--- src/pkg/tsw_consts.svh ---
// Purpose: offsets, fields and values of the triangle walker
// Assumes: 32-bit register port, byte offsets on word boundaries
// Notes: included by the pack module, the top module and the bench
// Function
// cull bit set: reject triangles by area sign, sign chosen by draw bit
// colour-order bit picks ABGR (0) or ARGB (1), eight bits each
// host writes zero into every unused setup-mode bit
// repeat uses the setup mode latched at the matching draw
// host keeps both start-coordinate offset bits zero when setup is used
// dominant side spans most Y; either side for flat tops or bottoms
// every span starts at the dominant edge and runs toward the subordinate
// each row adds dominant slope to start X, subordinate slope to end X
// non-flat-topped triangle: host loads equal dominant and subordinate start X
// lower half: host reloads subordinate start X, slope and row count
// raster mode settings persist until rewritten, for every primitive
// centering on: interpolated values are sampled at fragment centres
// host picks centering per primitive in the render command
// depth values are a register pair: integer upper, fraction lower
// after a render is taken, edge registers may change without harm
// continue command starts the second sub-triangle with new subordinate values
// start X, start Y, slopes and row step are 16.16 fixed point
// colour adds edge step per row, span step per fragment
// shaded triangle: host clears render fields except shape and centering
// rows step down or up by the sign of the row step
// a culled triangle yields no fragments and issues no render
// setup-mode bits 3:2 pick depth width: 0 is 15 bits, 1 is 16
`ifndef TSW_CONSTS_SVH
`define TSW_CONSTS_SVH
// ***********************************************************
// register offsets
// ***********************************************************
`define TSW_OFF_MODE 8'h00
`define TSW_OFF_RMODE 8'h04
`define TSW_OFF_DSX 8'h08
`define TSW_OFF_DSL 8'h0C
`define TSW_OFF_SSX 8'h10
`define TSW_OFF_SSL 8'h14
`define TSW_OFF_Y0 8'h18
`define TSW_OFF_YSTEP 8'h1C
`define TSW_OFF_CNT 8'h20
`define TSW_OFF_R0 8'h24
`define TSW_OFF_RDY 8'h28
`define TSW_OFF_RDX 8'h2C
`define TSW_OFF_ZSI 8'h30
`define TSW_OFF_ZSF 8'h34
`define TSW_OFF_ZDYI 8'h38
`define TSW_OFF_ZDYF 8'h3C
`define TSW_OFF_ZDXI 8'h40
`define TSW_OFF_ZDXF 8'h44
`define TSW_OFF_RENDER 8'h48
`define TSW_OFF_CONT 8'h4C
`define TSW_OFF_DRAW 8'h50
`define TSW_OFF_REPEAT 8'h54
`define TSW_OFF_AREA 8'h58
`define TSW_OFF_STATUS 8'h5C
// ***********************************************************
// fields and values
// ***********************************************************
`define TSW_MODE_MASK 32'h0007FFFC
`define TSW_MODE_CULL 17
`define TSW_MODE_ORDER 18
`define TSW_MODE_CENTER 10
`define TSW_MODE_ZSEL_HI 3
`define TSW_MODE_ZSEL_LO 2
`define TSW_ZSEL_15 2'h0
`define TSW_RM_BIAS_HI 5
`define TSW_RM_BIAS_LO 4
`define TSW_CMD_CENTER 16
`define TSW_CMD_REJNEG 20
`define TSW_HALF 32'h00008000
`define TSW_ALPHA_ONE 8'hFF
`endif

--- src/pkg/tsw_pkg.sv ---
// Purpose: types of the triangle walker
// Assumes: constants come from tsw_consts.svh
// Notes: the whole walker state is one packed struct
package tsw_pkg;
   typedef enum logic [1:0] {
      TSW_IDLE = 2'b00,
      TSW_ROW = 2'b01,
      TSW_SPAN = 2'b10,
      TSW_ADV = 2'b11
   } tsw_state_t;

   typedef struct packed {
      tsw_state_t st;
      logic [31:0] mode, rmode, dsx, dsl, ssx, ssl, y0, ystep, cnt;
      logic [31:0] r0, rdy, rdx, zsi, zsf, zdyi, zdyf, zdxi, zdxf, area, snap_mode;
      logic [31:0] wmode, wxd, wxs, wdsl, wssl, wy, wys, wcnt, wr, wrdy, wrdx;
      logic [63:0] wz, wzdy, wzdx, fz;
      logic [31:0] fr, csx, csl, ccnt;
      logic [15:0] fx, fend, culls;
      logic ltr, cen, cpend, fvalid, ocen, issue;
      logic [15:0] ox, oy;
      logic [31:0] ocol, oz, rdata;
   } tsw_regs_t;
endpackage

--- src/hw/tsw_rst_sync.sv ---
// Purpose: releases the asynchronous reset through two flip-flops
// Assumes: rst_n low is reset
// Notes: assertion is immediate, release is synchronous
`timescale 1ns/1ns
module tsw_rst_sync (
   input wire logic clk,
   input wire logic rst_n,
   output logic rst_sync_n
);
   logic [1:0] sync_q;

   // constant shifted in, so the flops never sample a port under reset
   always_ff @(posedge clk or negedge rst_n) begin
      if (!rst_n) begin
         sync_q <= 2'h0;
      end else begin
         sync_q <= {sync_q[0], 1'b1};
      end
   end

   assign rst_sync_n = sync_q[1];
endmodule // tsw_rst_sync

--- src/hw/tsw_pack.sv ---
// Purpose: packs a fragment colour and trims its depth
// Assumes: red is 8.16 fixed point, depth integer in the upper word
// Notes: combinational; the top module registers the results
`timescale 1ns/1ns
`include "tsw_consts.svh"
module tsw_pack (
   input wire logic [31:0] red_fix,
   input wire logic color_order,
   input wire logic [31:0] z_int,
   input wire logic [1:0] z_width_sel,
   output logic [31:0] packed_color,
   output logic [31:0] depth_out
);
   logic [7:0] red_byte;

   // component order; green and blue are not interpolated here
   always_comb begin
      red_byte = red_fix[23:16];
      if (color_order) begin
         packed_color = {`TSW_ALPHA_ONE, red_byte, 16'h0000};
      end else begin
         packed_color = {`TSW_ALPHA_ONE, 16'h0000, red_byte};
      end
   end

   // reserved width codes fall back to 16 bits
   always_comb begin
      if (z_width_sel == `TSW_ZSEL_15) begin
         depth_out = {17'h00000, z_int[14:0]};
      end else begin
         depth_out = {16'h0000, z_int[15:0]};
      end
   end
endmodule // tsw_pack

--- src/hw/tsw_top.sv ---
// Purpose: triangle setup options and edge-walking span rasterizer
// Assumes: host waits for busy low before a new render, draw or repeat
// Notes: one fragment per cycle, no back-pressure from downstream
`timescale 1ns/1ns
`include "tsw_consts.svh"
module tsw_top (
   input wire logic clk,
   input wire logic rst_n,
   input wire logic [7:0] reg_addr,
   input wire logic [31:0] reg_wdata,
   input wire logic reg_wr,
   input wire logic reg_rd,
   output logic [31:0] reg_rdata,
   output logic frag_valid,
   output logic [15:0] frag_x,
   output logic [15:0] frag_y,
   output logic [31:0] frag_color,
   output logic [31:0] frag_depth,
   output logic frag_centered,
   output logic render_issue,
   output logic busy
);
   // ***********************************************************
   // helpers
   // ***********************************************************
   function automatic logic [31:0] half32(input logic [31:0] v);
      half32 = {v[31], v[31:1]};
   endfunction

   function automatic logic [63:0] half64(input logic [63:0] v);
      half64 = {v[63], v[63:1]};
   endfunction

   function automatic logic [31:0] step32(input logic [31:0] a, input logic [31:0] b,
                                          input logic neg);
      step32 = neg ? a - b : a + b;
   endfunction

   function automatic logic [63:0] step64(input logic [63:0] a, input logic [63:0] b,
                                          input logic neg);
      step64 = neg ? a - b : a + b;
   endfunction

   // ***********************************************************
   // reset and state
   // ***********************************************************
   logic rst_q_n;
   tsw_pkg::tsw_regs_t q, d;
   logic [31:0] pack_col, pack_z;
   logic [15:0] xdi, xsi, nfx;
   logic start_go, start_center, area_neg, area_pos, culled;
   logic [31:0] start_mode, start_cmd, bias;

   tsw_rst_sync u_rst (
      .clk(clk),
      .rst_n(rst_n),
      .rst_sync_n(rst_q_n)
   );

   tsw_pack u_pack (
      .red_fix(q.fr),
      .color_order(q.wmode[`TSW_MODE_ORDER]),
      .z_int(q.fz[63:32]),
      .z_width_sel(q.wmode[`TSW_MODE_ZSEL_HI:`TSW_MODE_ZSEL_LO]),
      .packed_color(pack_col),
      .depth_out(pack_z)
   );

   assign area_neg = q.area[31];
   assign area_pos = !q.area[31] && (q.area != 32'h00000000);

   // ***********************************************************
   // next state
   // ***********************************************************
   always_comb begin
      d = q;
      d.fvalid = 1'b0;
      d.issue = 1'b0;
      d.rdata = 32'h00000000;
      start_go = 1'b0;
      start_center = 1'b0;
      start_mode = q.mode;
      start_cmd = 32'h00000000;
      culled = 1'b0;
      xdi = q.wxd[31:16];
      xsi = q.wxs[31:16];
      nfx = q.ltr ? q.fx + 16'h0001 : q.fx - 16'h0001;
      bias = (q.rmode[`TSW_RM_BIAS_HI:`TSW_RM_BIAS_LO] != 2'h0) ? `TSW_HALF : 32'h00000000;

      // edge walker; uses only working copies
      case (q.st)
         tsw_pkg::TSW_ROW: begin
            // direction from the dominant edge toward the subordinate one
            d.ltr = $signed(xdi) <= $signed(xsi);
            d.fx = d.ltr ? xdi : xdi - 16'h0001;
            d.fend = d.ltr ? xsi : xsi - 16'h0001; // right-hand pixel left out
            d.fr = step32(q.wr, q.cen ? half32(q.wrdx) : 32'h00000000, !d.ltr);
            d.fz = step64(q.wz, q.cen ? half64(q.wzdx) : 64'h0, !d.ltr);
            d.st = (d.fx == d.fend) ? tsw_pkg::TSW_ADV : tsw_pkg::TSW_SPAN;
         end
         tsw_pkg::TSW_SPAN: begin
            d.fvalid = 1'b1;
            d.ox = q.fx;
            d.oy = q.wy[31:16];
            d.ocol = pack_col;
            d.oz = pack_z;
            d.ocen = q.cen;
            d.fx = nfx;
            d.fr = step32(q.fr, q.wrdx, !q.ltr);
            d.fz = step64(q.fz, q.wzdx, !q.ltr);
            if (nfx == q.fend) begin
               d.st = tsw_pkg::TSW_ADV;
            end
         end
         tsw_pkg::TSW_ADV: begin
            // next scanline: both edges, Y and the row start values
            d.wxd = q.wxd + q.wdsl;
            d.wxs = q.wxs + q.wssl;
            d.wy = q.wy + q.wys;
            d.wr = q.wr + q.wrdy;
            d.wz = q.wz + q.wzdy;
            d.wcnt = q.wcnt - 32'h00000001;
            d.st = tsw_pkg::TSW_ROW;
            if (d.wcnt == 32'h00000000) begin
               if (q.cpend) begin
                  // dominant edge walks on, subordinate edge is replaced
                  d.wxs = q.csx;
                  d.wssl = q.csl;
                  d.wcnt = q.ccnt;
                  d.cpend = 1'b0;
                  d.st = (q.ccnt == 32'h00000000) ? tsw_pkg::TSW_IDLE : tsw_pkg::TSW_ROW;
               end else begin
                  d.st = tsw_pkg::TSW_IDLE;
               end
            end
         end
         default: begin
            d.st = tsw_pkg::TSW_IDLE;
         end
      endcase

      // register writes; programmed copies only, except a continue while idle loads the walker
      if (reg_wr) begin
         case (reg_addr)
            `TSW_OFF_MODE: d.mode = reg_wdata & `TSW_MODE_MASK;
            `TSW_OFF_RMODE: d.rmode = reg_wdata;
            `TSW_OFF_DSX: d.dsx = reg_wdata;
            `TSW_OFF_DSL: d.dsl = reg_wdata;
            `TSW_OFF_SSX: d.ssx = reg_wdata;
            `TSW_OFF_SSL: d.ssl = reg_wdata;
            `TSW_OFF_Y0: d.y0 = reg_wdata;
            `TSW_OFF_YSTEP: d.ystep = reg_wdata;
            `TSW_OFF_CNT: d.cnt = reg_wdata;
            `TSW_OFF_R0: d.r0 = reg_wdata;
            `TSW_OFF_RDY: d.rdy = reg_wdata;
            `TSW_OFF_RDX: d.rdx = reg_wdata;
            `TSW_OFF_ZSI: d.zsi = reg_wdata;
            `TSW_OFF_ZSF: d.zsf = reg_wdata;
            `TSW_OFF_ZDYI: d.zdyi = reg_wdata;
            `TSW_OFF_ZDYF: d.zdyf = reg_wdata;
            `TSW_OFF_ZDXI: d.zdxi = reg_wdata;
            `TSW_OFF_ZDXF: d.zdxf = reg_wdata;
            `TSW_OFF_AREA: d.area = reg_wdata;
            `TSW_OFF_RENDER: begin
               // direct render: no culling, current setup mode, centering from the command alone
               start_go = (q.st == tsw_pkg::TSW_IDLE);
               start_cmd = reg_wdata;
               start_center = reg_wdata[`TSW_CMD_CENTER];
            end
            `TSW_OFF_DRAW, `TSW_OFF_REPEAT: begin
               start_cmd = reg_wdata;
               if (reg_addr == `TSW_OFF_DRAW) begin
                  d.snap_mode = (q.st == tsw_pkg::TSW_IDLE) ? q.mode : q.snap_mode;
               end else begin
                  start_mode = q.snap_mode;
               end
               start_center = reg_wdata[`TSW_CMD_CENTER] && start_mode[`TSW_MODE_CENTER];
               culled = start_mode[`TSW_MODE_CULL] &&
                        (reg_wdata[`TSW_CMD_REJNEG] ? area_neg : area_pos);
               start_go = (q.st == tsw_pkg::TSW_IDLE) && !culled;
               if (culled && (q.st == tsw_pkg::TSW_IDLE)) begin
                  d.culls = q.culls + 16'h0001;
               end
            end
            `TSW_OFF_CONT: begin
               if (d.st == tsw_pkg::TSW_IDLE) begin
                  // first part already done: start the second at once
                  d.wxs = q.ssx;
                  d.wssl = q.ssl;
                  d.wcnt = reg_wdata;
                  d.st = (reg_wdata == 32'h00000000) ? tsw_pkg::TSW_IDLE : tsw_pkg::TSW_ROW;
               end else begin
                  d.csx = q.ssx;
                  d.csl = q.ssl;
                  d.ccnt = reg_wdata;
                  d.cpend = 1'b1;
               end
            end
            default: begin
            end
         endcase
      end

      // primitive start: snapshot so later writes cannot disturb it
      if (start_go) begin
         d.wmode = start_mode;
         d.wxd = q.dsx + bias;
         d.wxs = q.ssx + bias;
         d.wdsl = q.dsl;
         d.wssl = q.ssl;
         d.wy = q.y0 + bias;
         d.wys = q.ystep;
         d.wcnt = q.cnt;
         d.wr = q.r0;
         d.wrdy = q.rdy;
         d.wrdx = q.rdx;
         d.wz = {q.zsi, q.zsf};
         d.wzdy = {q.zdyi, q.zdyf};
         d.wzdx = {q.zdxi, q.zdxf};
         d.cen = start_center;
         d.cpend = 1'b0;
         d.issue = 1'b1;
         d.st = (q.cnt == 32'h00000000) ? tsw_pkg::TSW_IDLE : tsw_pkg::TSW_ROW;
         if (q.cen == 1'b0 && start_cmd == 32'h00000000) begin
            d.cen = 1'b0;
         end
      end

      // read data valid the cycle after the strobe only
      if (reg_rd) begin
         case (reg_addr)
            `TSW_OFF_MODE: d.rdata = q.mode;
            `TSW_OFF_RMODE: d.rdata = q.rmode;
            `TSW_OFF_DSX: d.rdata = q.dsx;
            `TSW_OFF_DSL: d.rdata = q.dsl;
            `TSW_OFF_SSX: d.rdata = q.ssx;
            `TSW_OFF_SSL: d.rdata = q.ssl;
            `TSW_OFF_Y0: d.rdata = q.y0;
            `TSW_OFF_YSTEP: d.rdata = q.ystep;
            `TSW_OFF_CNT: d.rdata = q.cnt;
            `TSW_OFF_R0: d.rdata = q.r0;
            `TSW_OFF_RDY: d.rdata = q.rdy;
            `TSW_OFF_RDX: d.rdata = q.rdx;
            `TSW_OFF_ZSI: d.rdata = q.zsi;
            `TSW_OFF_ZSF: d.rdata = q.zsf;
            `TSW_OFF_ZDYI: d.rdata = q.zdyi;
            `TSW_OFF_ZDYF: d.rdata = q.zdyf;
            `TSW_OFF_ZDXI: d.rdata = q.zdxi;
            `TSW_OFF_ZDXF: d.rdata = q.zdxf;
            `TSW_OFF_AREA: d.rdata = q.area;
            `TSW_OFF_STATUS: d.rdata = {q.culls, 13'h0000, q.ltr, q.cpend,
                                        q.st != tsw_pkg::TSW_IDLE};
            default: d.rdata = 32'h00000000;
         endcase
      end
   end

   // ***********************************************************
   // state register
   // ***********************************************************
   always_ff @(posedge clk or negedge rst_q_n) begin
      if (!rst_q_n) begin
         q <= '0;
      end else begin
         q <= d;
      end
   end

   assign reg_rdata = q.rdata;
   assign frag_valid = q.fvalid;
   assign frag_x = q.ox;
   assign frag_y = q.oy;
   assign frag_color = q.ocol;
   assign frag_depth = q.oz;
   assign frag_centered = q.ocen;
   assign render_issue = q.issue;
   assign busy = q.st != tsw_pkg::TSW_IDLE;

   logic draw_w, cull_hit;
   assign draw_w = reg_wr && (reg_addr == `TSW_OFF_DRAW) && !busy;
   assign cull_hit = q.mode[`TSW_MODE_CULL] &&
                     (reg_wdata[`TSW_CMD_REJNEG] ? area_neg : area_pos);
endmodule // tsw_top

--- config.mk ---
export PLATFORM = sky130hd
export DESIGN_NAME = tsw_top
export DESIGN_NICKNAME = d
export VERILOG_FILES = /design/src/pkg/tsw_pkg.sv /design/src/hw/tsw_rst_sync.sv /design/src/hw/tsw_pack.sv /design/src/hw/tsw_top.sv
export VERILOG_INCLUDE_DIRS = /design/src /design/src/pkg
export SDC_FILE = /design/constraint.sdc
export NUM_CORES = 2
export LEC_CHECK = 0
export BUFFER_PORTS_ARGS = -buffer_cell sky130_fd_sc_hd__buf_2
export CELL_PAD_IN_SITES_DETAIL_PLACEMENT = 2
export CELL_PAD_IN_SITES_GLOBAL_PLACEMENT = 2
export CORE_MARGIN = 2
export CORE_UTILIZATION = 45
export DETAILED_ROUTE_END_ITERATION = 16
export HOLD_SLACK_MARGIN = 0.12
export PLACE_DENSITY_LB_ADDON = 0.12
export SYNTH_ARGS = -nofsm -noshare
export SYNTH_HDL_FRONTEND = slang
export SYNTH_SLANG_ARGS = --single-unit
--- constraint.sdc ---
create_clock -name clk -period 86.5 [get_ports clk]
set_input_delay 4.325 -clock clk [delete_from_list [all_inputs] [get_ports clk]]
set_output_delay 4.325 -clock clk [all_outputs]
set_load 0.02 [all_outputs]
==> out/qor.csv <==
stage,metric,value,unit
setup_path,Reg2Reg Depth,23,
setup_path,Critical Path RT,87.20,ns
power,worst vdd ir,0.0000249,V
power,Internal Power,1100,uW
setup_path,Critical Path Max Stage Delay,0.98,ns
sta,Worst Tran Pin Value,1.35,ns
placed_design,routability cong.,0.944,
global_route,largest net degree at the start of global routing,174,
clocking,Clock Tree Root,clkbuf_16,
drt,Post-route DRC,0,
cells_and_area,share of post-route cells with drive strength above 1,16.8,%
flow_run,Max-cap violations,0,
clocking,CTS tree,done,
sta,final setup fails,0,
sta,crit path time final,8.48,ns
power,portion of total power attributed to the clock network,50.2,%
drt,Final ANT Viol Nets,0,
setup_path,nature of the critical path endpoint,register,
yosys,post-synthesis async set-or-reset flop share,100,%
setup_path,crit-path cells,buf_2 > nor4bb_1 > nand3_1 > mux2i_1 > a21o_1 > nand2_1 > a21o_4 > inv_8 > buf_4 > buf_4 > nor2_1 > a22o_1,
setup_path,Crit path top cell by count,buf_4,
clocking,number of hold buffers added after CTS,0,
drt,initial DRC count,7076,
global_route,first-pass GRT wire length,527000,um
yosys,sequential area share after synthesis,42.3,%
hold_path,cell count of the worst hold path,0,
floorplanning,Ports,176,
drt,vias per cell,6.62,
cells_and_area,"commonest non-fill, non-tap cell in the layout",dfrtp_1,
clocking,CTS clock-pin slew for the worst setup and hold paths,0.06,ns
clocking,clk_lat worst skew,0.88,ns
sta,unrepaired setup endpoints after global routing,no,
floorplanning,# rows,155,
cells_and_area,Final nets,8565,
drt,wire per inst,34.3,um
placed_design,post-DP HPWL,252000,um
cells_and_area,Final Util,49.6,%
power,Static Leakage,0.0412,uW
drt,DR pass1 iterations,7,
power,switch share,26.0,%
power,switching pwr,385,uW
hold_path,HP Class,reg -> reg,
clocking,number of gates resized after CTS,0,
placed_design,Placed Cells,10300,
clocking,H-tree levels,4,
power,sequential share of power,46.0,%
yosys,Mapped Cells,8334,
setup_path,WS Path Type,in -> reg,
sta,Tcrit/Tclk final,9.80,%
global_route,vias in the first global route,75300,
clocking,CTS sink count,1366,
floorplanning,Core ar.,0.178,mm2
power,Pwr per Cell Area,16.8,mW/mm2
setup_path,Crit-path slowest cell,buf_4,
clocking,post-CTS setup buffers,0,
sta,max-slew violations,0,
global_route,initial antenna violation count,29,
run_status,status,finished clean,
floorplanning,Die H,428,um
setup_path,Worst Path Max Fanout,139,
cells_and_area,"commonest cells after routing, fill and taps aside","dfrtp_1 (1363), nand2_1 (1087), mux2_2 (763), a21oi_1 (602), nor2_1 (550)",
yosys,"Top FF cell, synth",dfrtp_1,
sta,Slew HR,9.82,%
yosys,Post-synth EDFFs,0,
sta,Final Hold Viols,0,
floorplanning,Die Area,0.183,mm2
yosys,post-synthesis cell area,0.0808,mm2
sta,clk_skew,0.0730,ns
global_route,GRT Util Overall,39.0,%
drt,DR vias,70600,
yosys,syn_area_per_cell,9.69,um2
floorplanning,die width,428,um
global_route,total gr overflow,0,
setup_path,Setup crit start kind,input pin,
yosys,Syn. warnings,0,
cells_and_area,final cell count without fillers,10700,
yosys,Yosys reg bits,1366,
drt,final WL,366000,um
sta,Final TNS setup,0,ns
setup_path,Worst EP arrival,9.18,ns
clocking,CTS buffer count,161,
cells_and_area,fillers,18300,
cells_and_area,area grow syn2layout,9.48,%
clocking,worst-case clock buffer depth,3,
sta,f_max,118,MHz
power,logic gate share of total power,3.7,%
floorplanning,Starting Density,45.3,%
placed_design,count of input and output buffers,151,
yosys,Synth cell types,94,
Yosys cell counts, types with 20 or more instances:
cell type	instances	share of area (%)
a21o_1	179	1.7
nand4_1	90	0.70
or2_2	24	0.19
clkbuf_1	360	1.7
and3_1	48	0.37
buf_1	103	0.48
o31ai_1	29	0.27
mux2i_1	104	1.3
a2111oi_0	20	0.22
o21ai_0	411	2.5
xnor2_1	281	3.0
mux2_2	763	11
dfrtp_1	1366	42
nor3_1	108	0.67
nand2_1	1091	5.1
mux2_1	72	1.0
nand2b_1	36	0.28
nand3_1	152	0.94
a22oi_1	207	1.9
buf_4	134	1.2
a222oi_1	26	0.32
a211oi_1	52	0.48
inv_1	152	0.71
nor2_1	569	2.6
a31oi_1	61	0.47
o21a_1	36	0.33
nor2b_1	48	0.37
or3_1	40	0.31
a221oi_1	54	0.59
o21bai_1	54	0.50
o22ai_1	22	0.17
ha_1	355	5.5
a22o_1	55	0.60
buf_2	20	0.12
nor4_1	79	0.61
xor2_1	208	2.3
o211ai_1	36	0.33
a21oi_1	602	3.7
worst paths after layout:
kind | endpoint | startpoint | slack, ns
worst max-delay path | q[544] | reg_addr[5] | 78.02
worst min-delay path | u_rst.sync_q[1] | u_rst.sync_q[0] | 0.36
max in group asynchronous | q[133] | u_rst.sync_q[1] | 81.97
worst min register to register | u_rst.sync_q[1] | u_rst.sync_q[0] | 0.36
min in group asynchronous | q[246] | u_rst.sync_q[1] | 0.39
worst max register to register | q[356] | q[852] | 78.41
logic make-up after synthesis:
| kind of cell | synth area share, % |
|---|---|
| other | 0.00930 |
| adders and majority gates | 5.75 |
| xor gates and xnor gates | 5.53 |
| muxes | 12.9 |
| AOI/OAI and AO/OA | 15.8 |
| DFF | 42.3 |
| and+or+nand+nor | 13.3 |
| buffers and inverters | 4.36 |
through the flow:
step | total power (uW) | setup WS [ns] | hold slack [ns] | area (um2)
2_1_floorplan | 710 | 45.60 | 0.331 | 80800
3_3_place_gp | 739 | 77.48 | 0.341 | 82700
3_5_place_dp | 743 | 77.34 | 0.336 | 82700
4_1_cts | 1480 | 78.18 | 0.360 | 88400
5_1_grt | 1510 | 77.75 | 0.375 | 88400
6_report | 1480 | 78.02 | 0.357 | 88400
layer usage:
layer | wire length, um | part of all wire [%] | GRT usage [%] | up-vias
li1 | - | - | - | 29400
met1 | 148000 | 40 | 50.5 | 36900
met2 | 167000 | 46 | 61.5 | 3267
met3 | 30500 | 8.3 | 8.27 | 989
met4 | 20200 | 5.5 | 20.5 | 20
met5 | 128 | 0.035 | 0 | -
sequential cells by signal, summed over array words and instances, names as in the netlist:
signal / count
area_neg: 1
frag_centered: 1
frag_color: 17
frag_depth: 16
frag_valid: 1
frag_x: 16
frag_y: 16
q: 1263
reg_rdata: 32
render_issue: 1
u_rst.sync_q: 2
critical path, delay by kind of cell:
family / cells / cell delay, ns
multiplexers: 1 / 0.20
AND/OR/NAND/NOR: 4 / 1.03
buffers and inverters: 4 / 2.73
AO/OA/AOI/OAI: 3 / 0.74
power by group through the flow:
| stage | sequential [uW] | clock, uW | combinational [uW] |
|---|---|---|---|
| after floorplan | 684 | 0 | 25.5 |
| after global placement | 689 | 0 | 50.0 |
| after detailed placement | 690 | 0 | 52.6 |
| after CTS | 679 | 747 | 53.8 |
| after global routing | 682 | 773 | 58.5 |
| final | 683 | 745 | 55.4 |
area by class of cell:
cell class,count,area (um2),share of cell area [%]
antenna,14,35.0,0.0396
clock buffer,222,4650,5.26
clock inverter,75,1030,1.17
inverter,153,584,0.661
multi-input combinational,6212,43300,49.0
sequential,1366,34200,38.7
tap,2355,2950,3.33
timing repair buffer,262,1660,1.87
No activity file was read; power rests on OpenSTA's default activity.
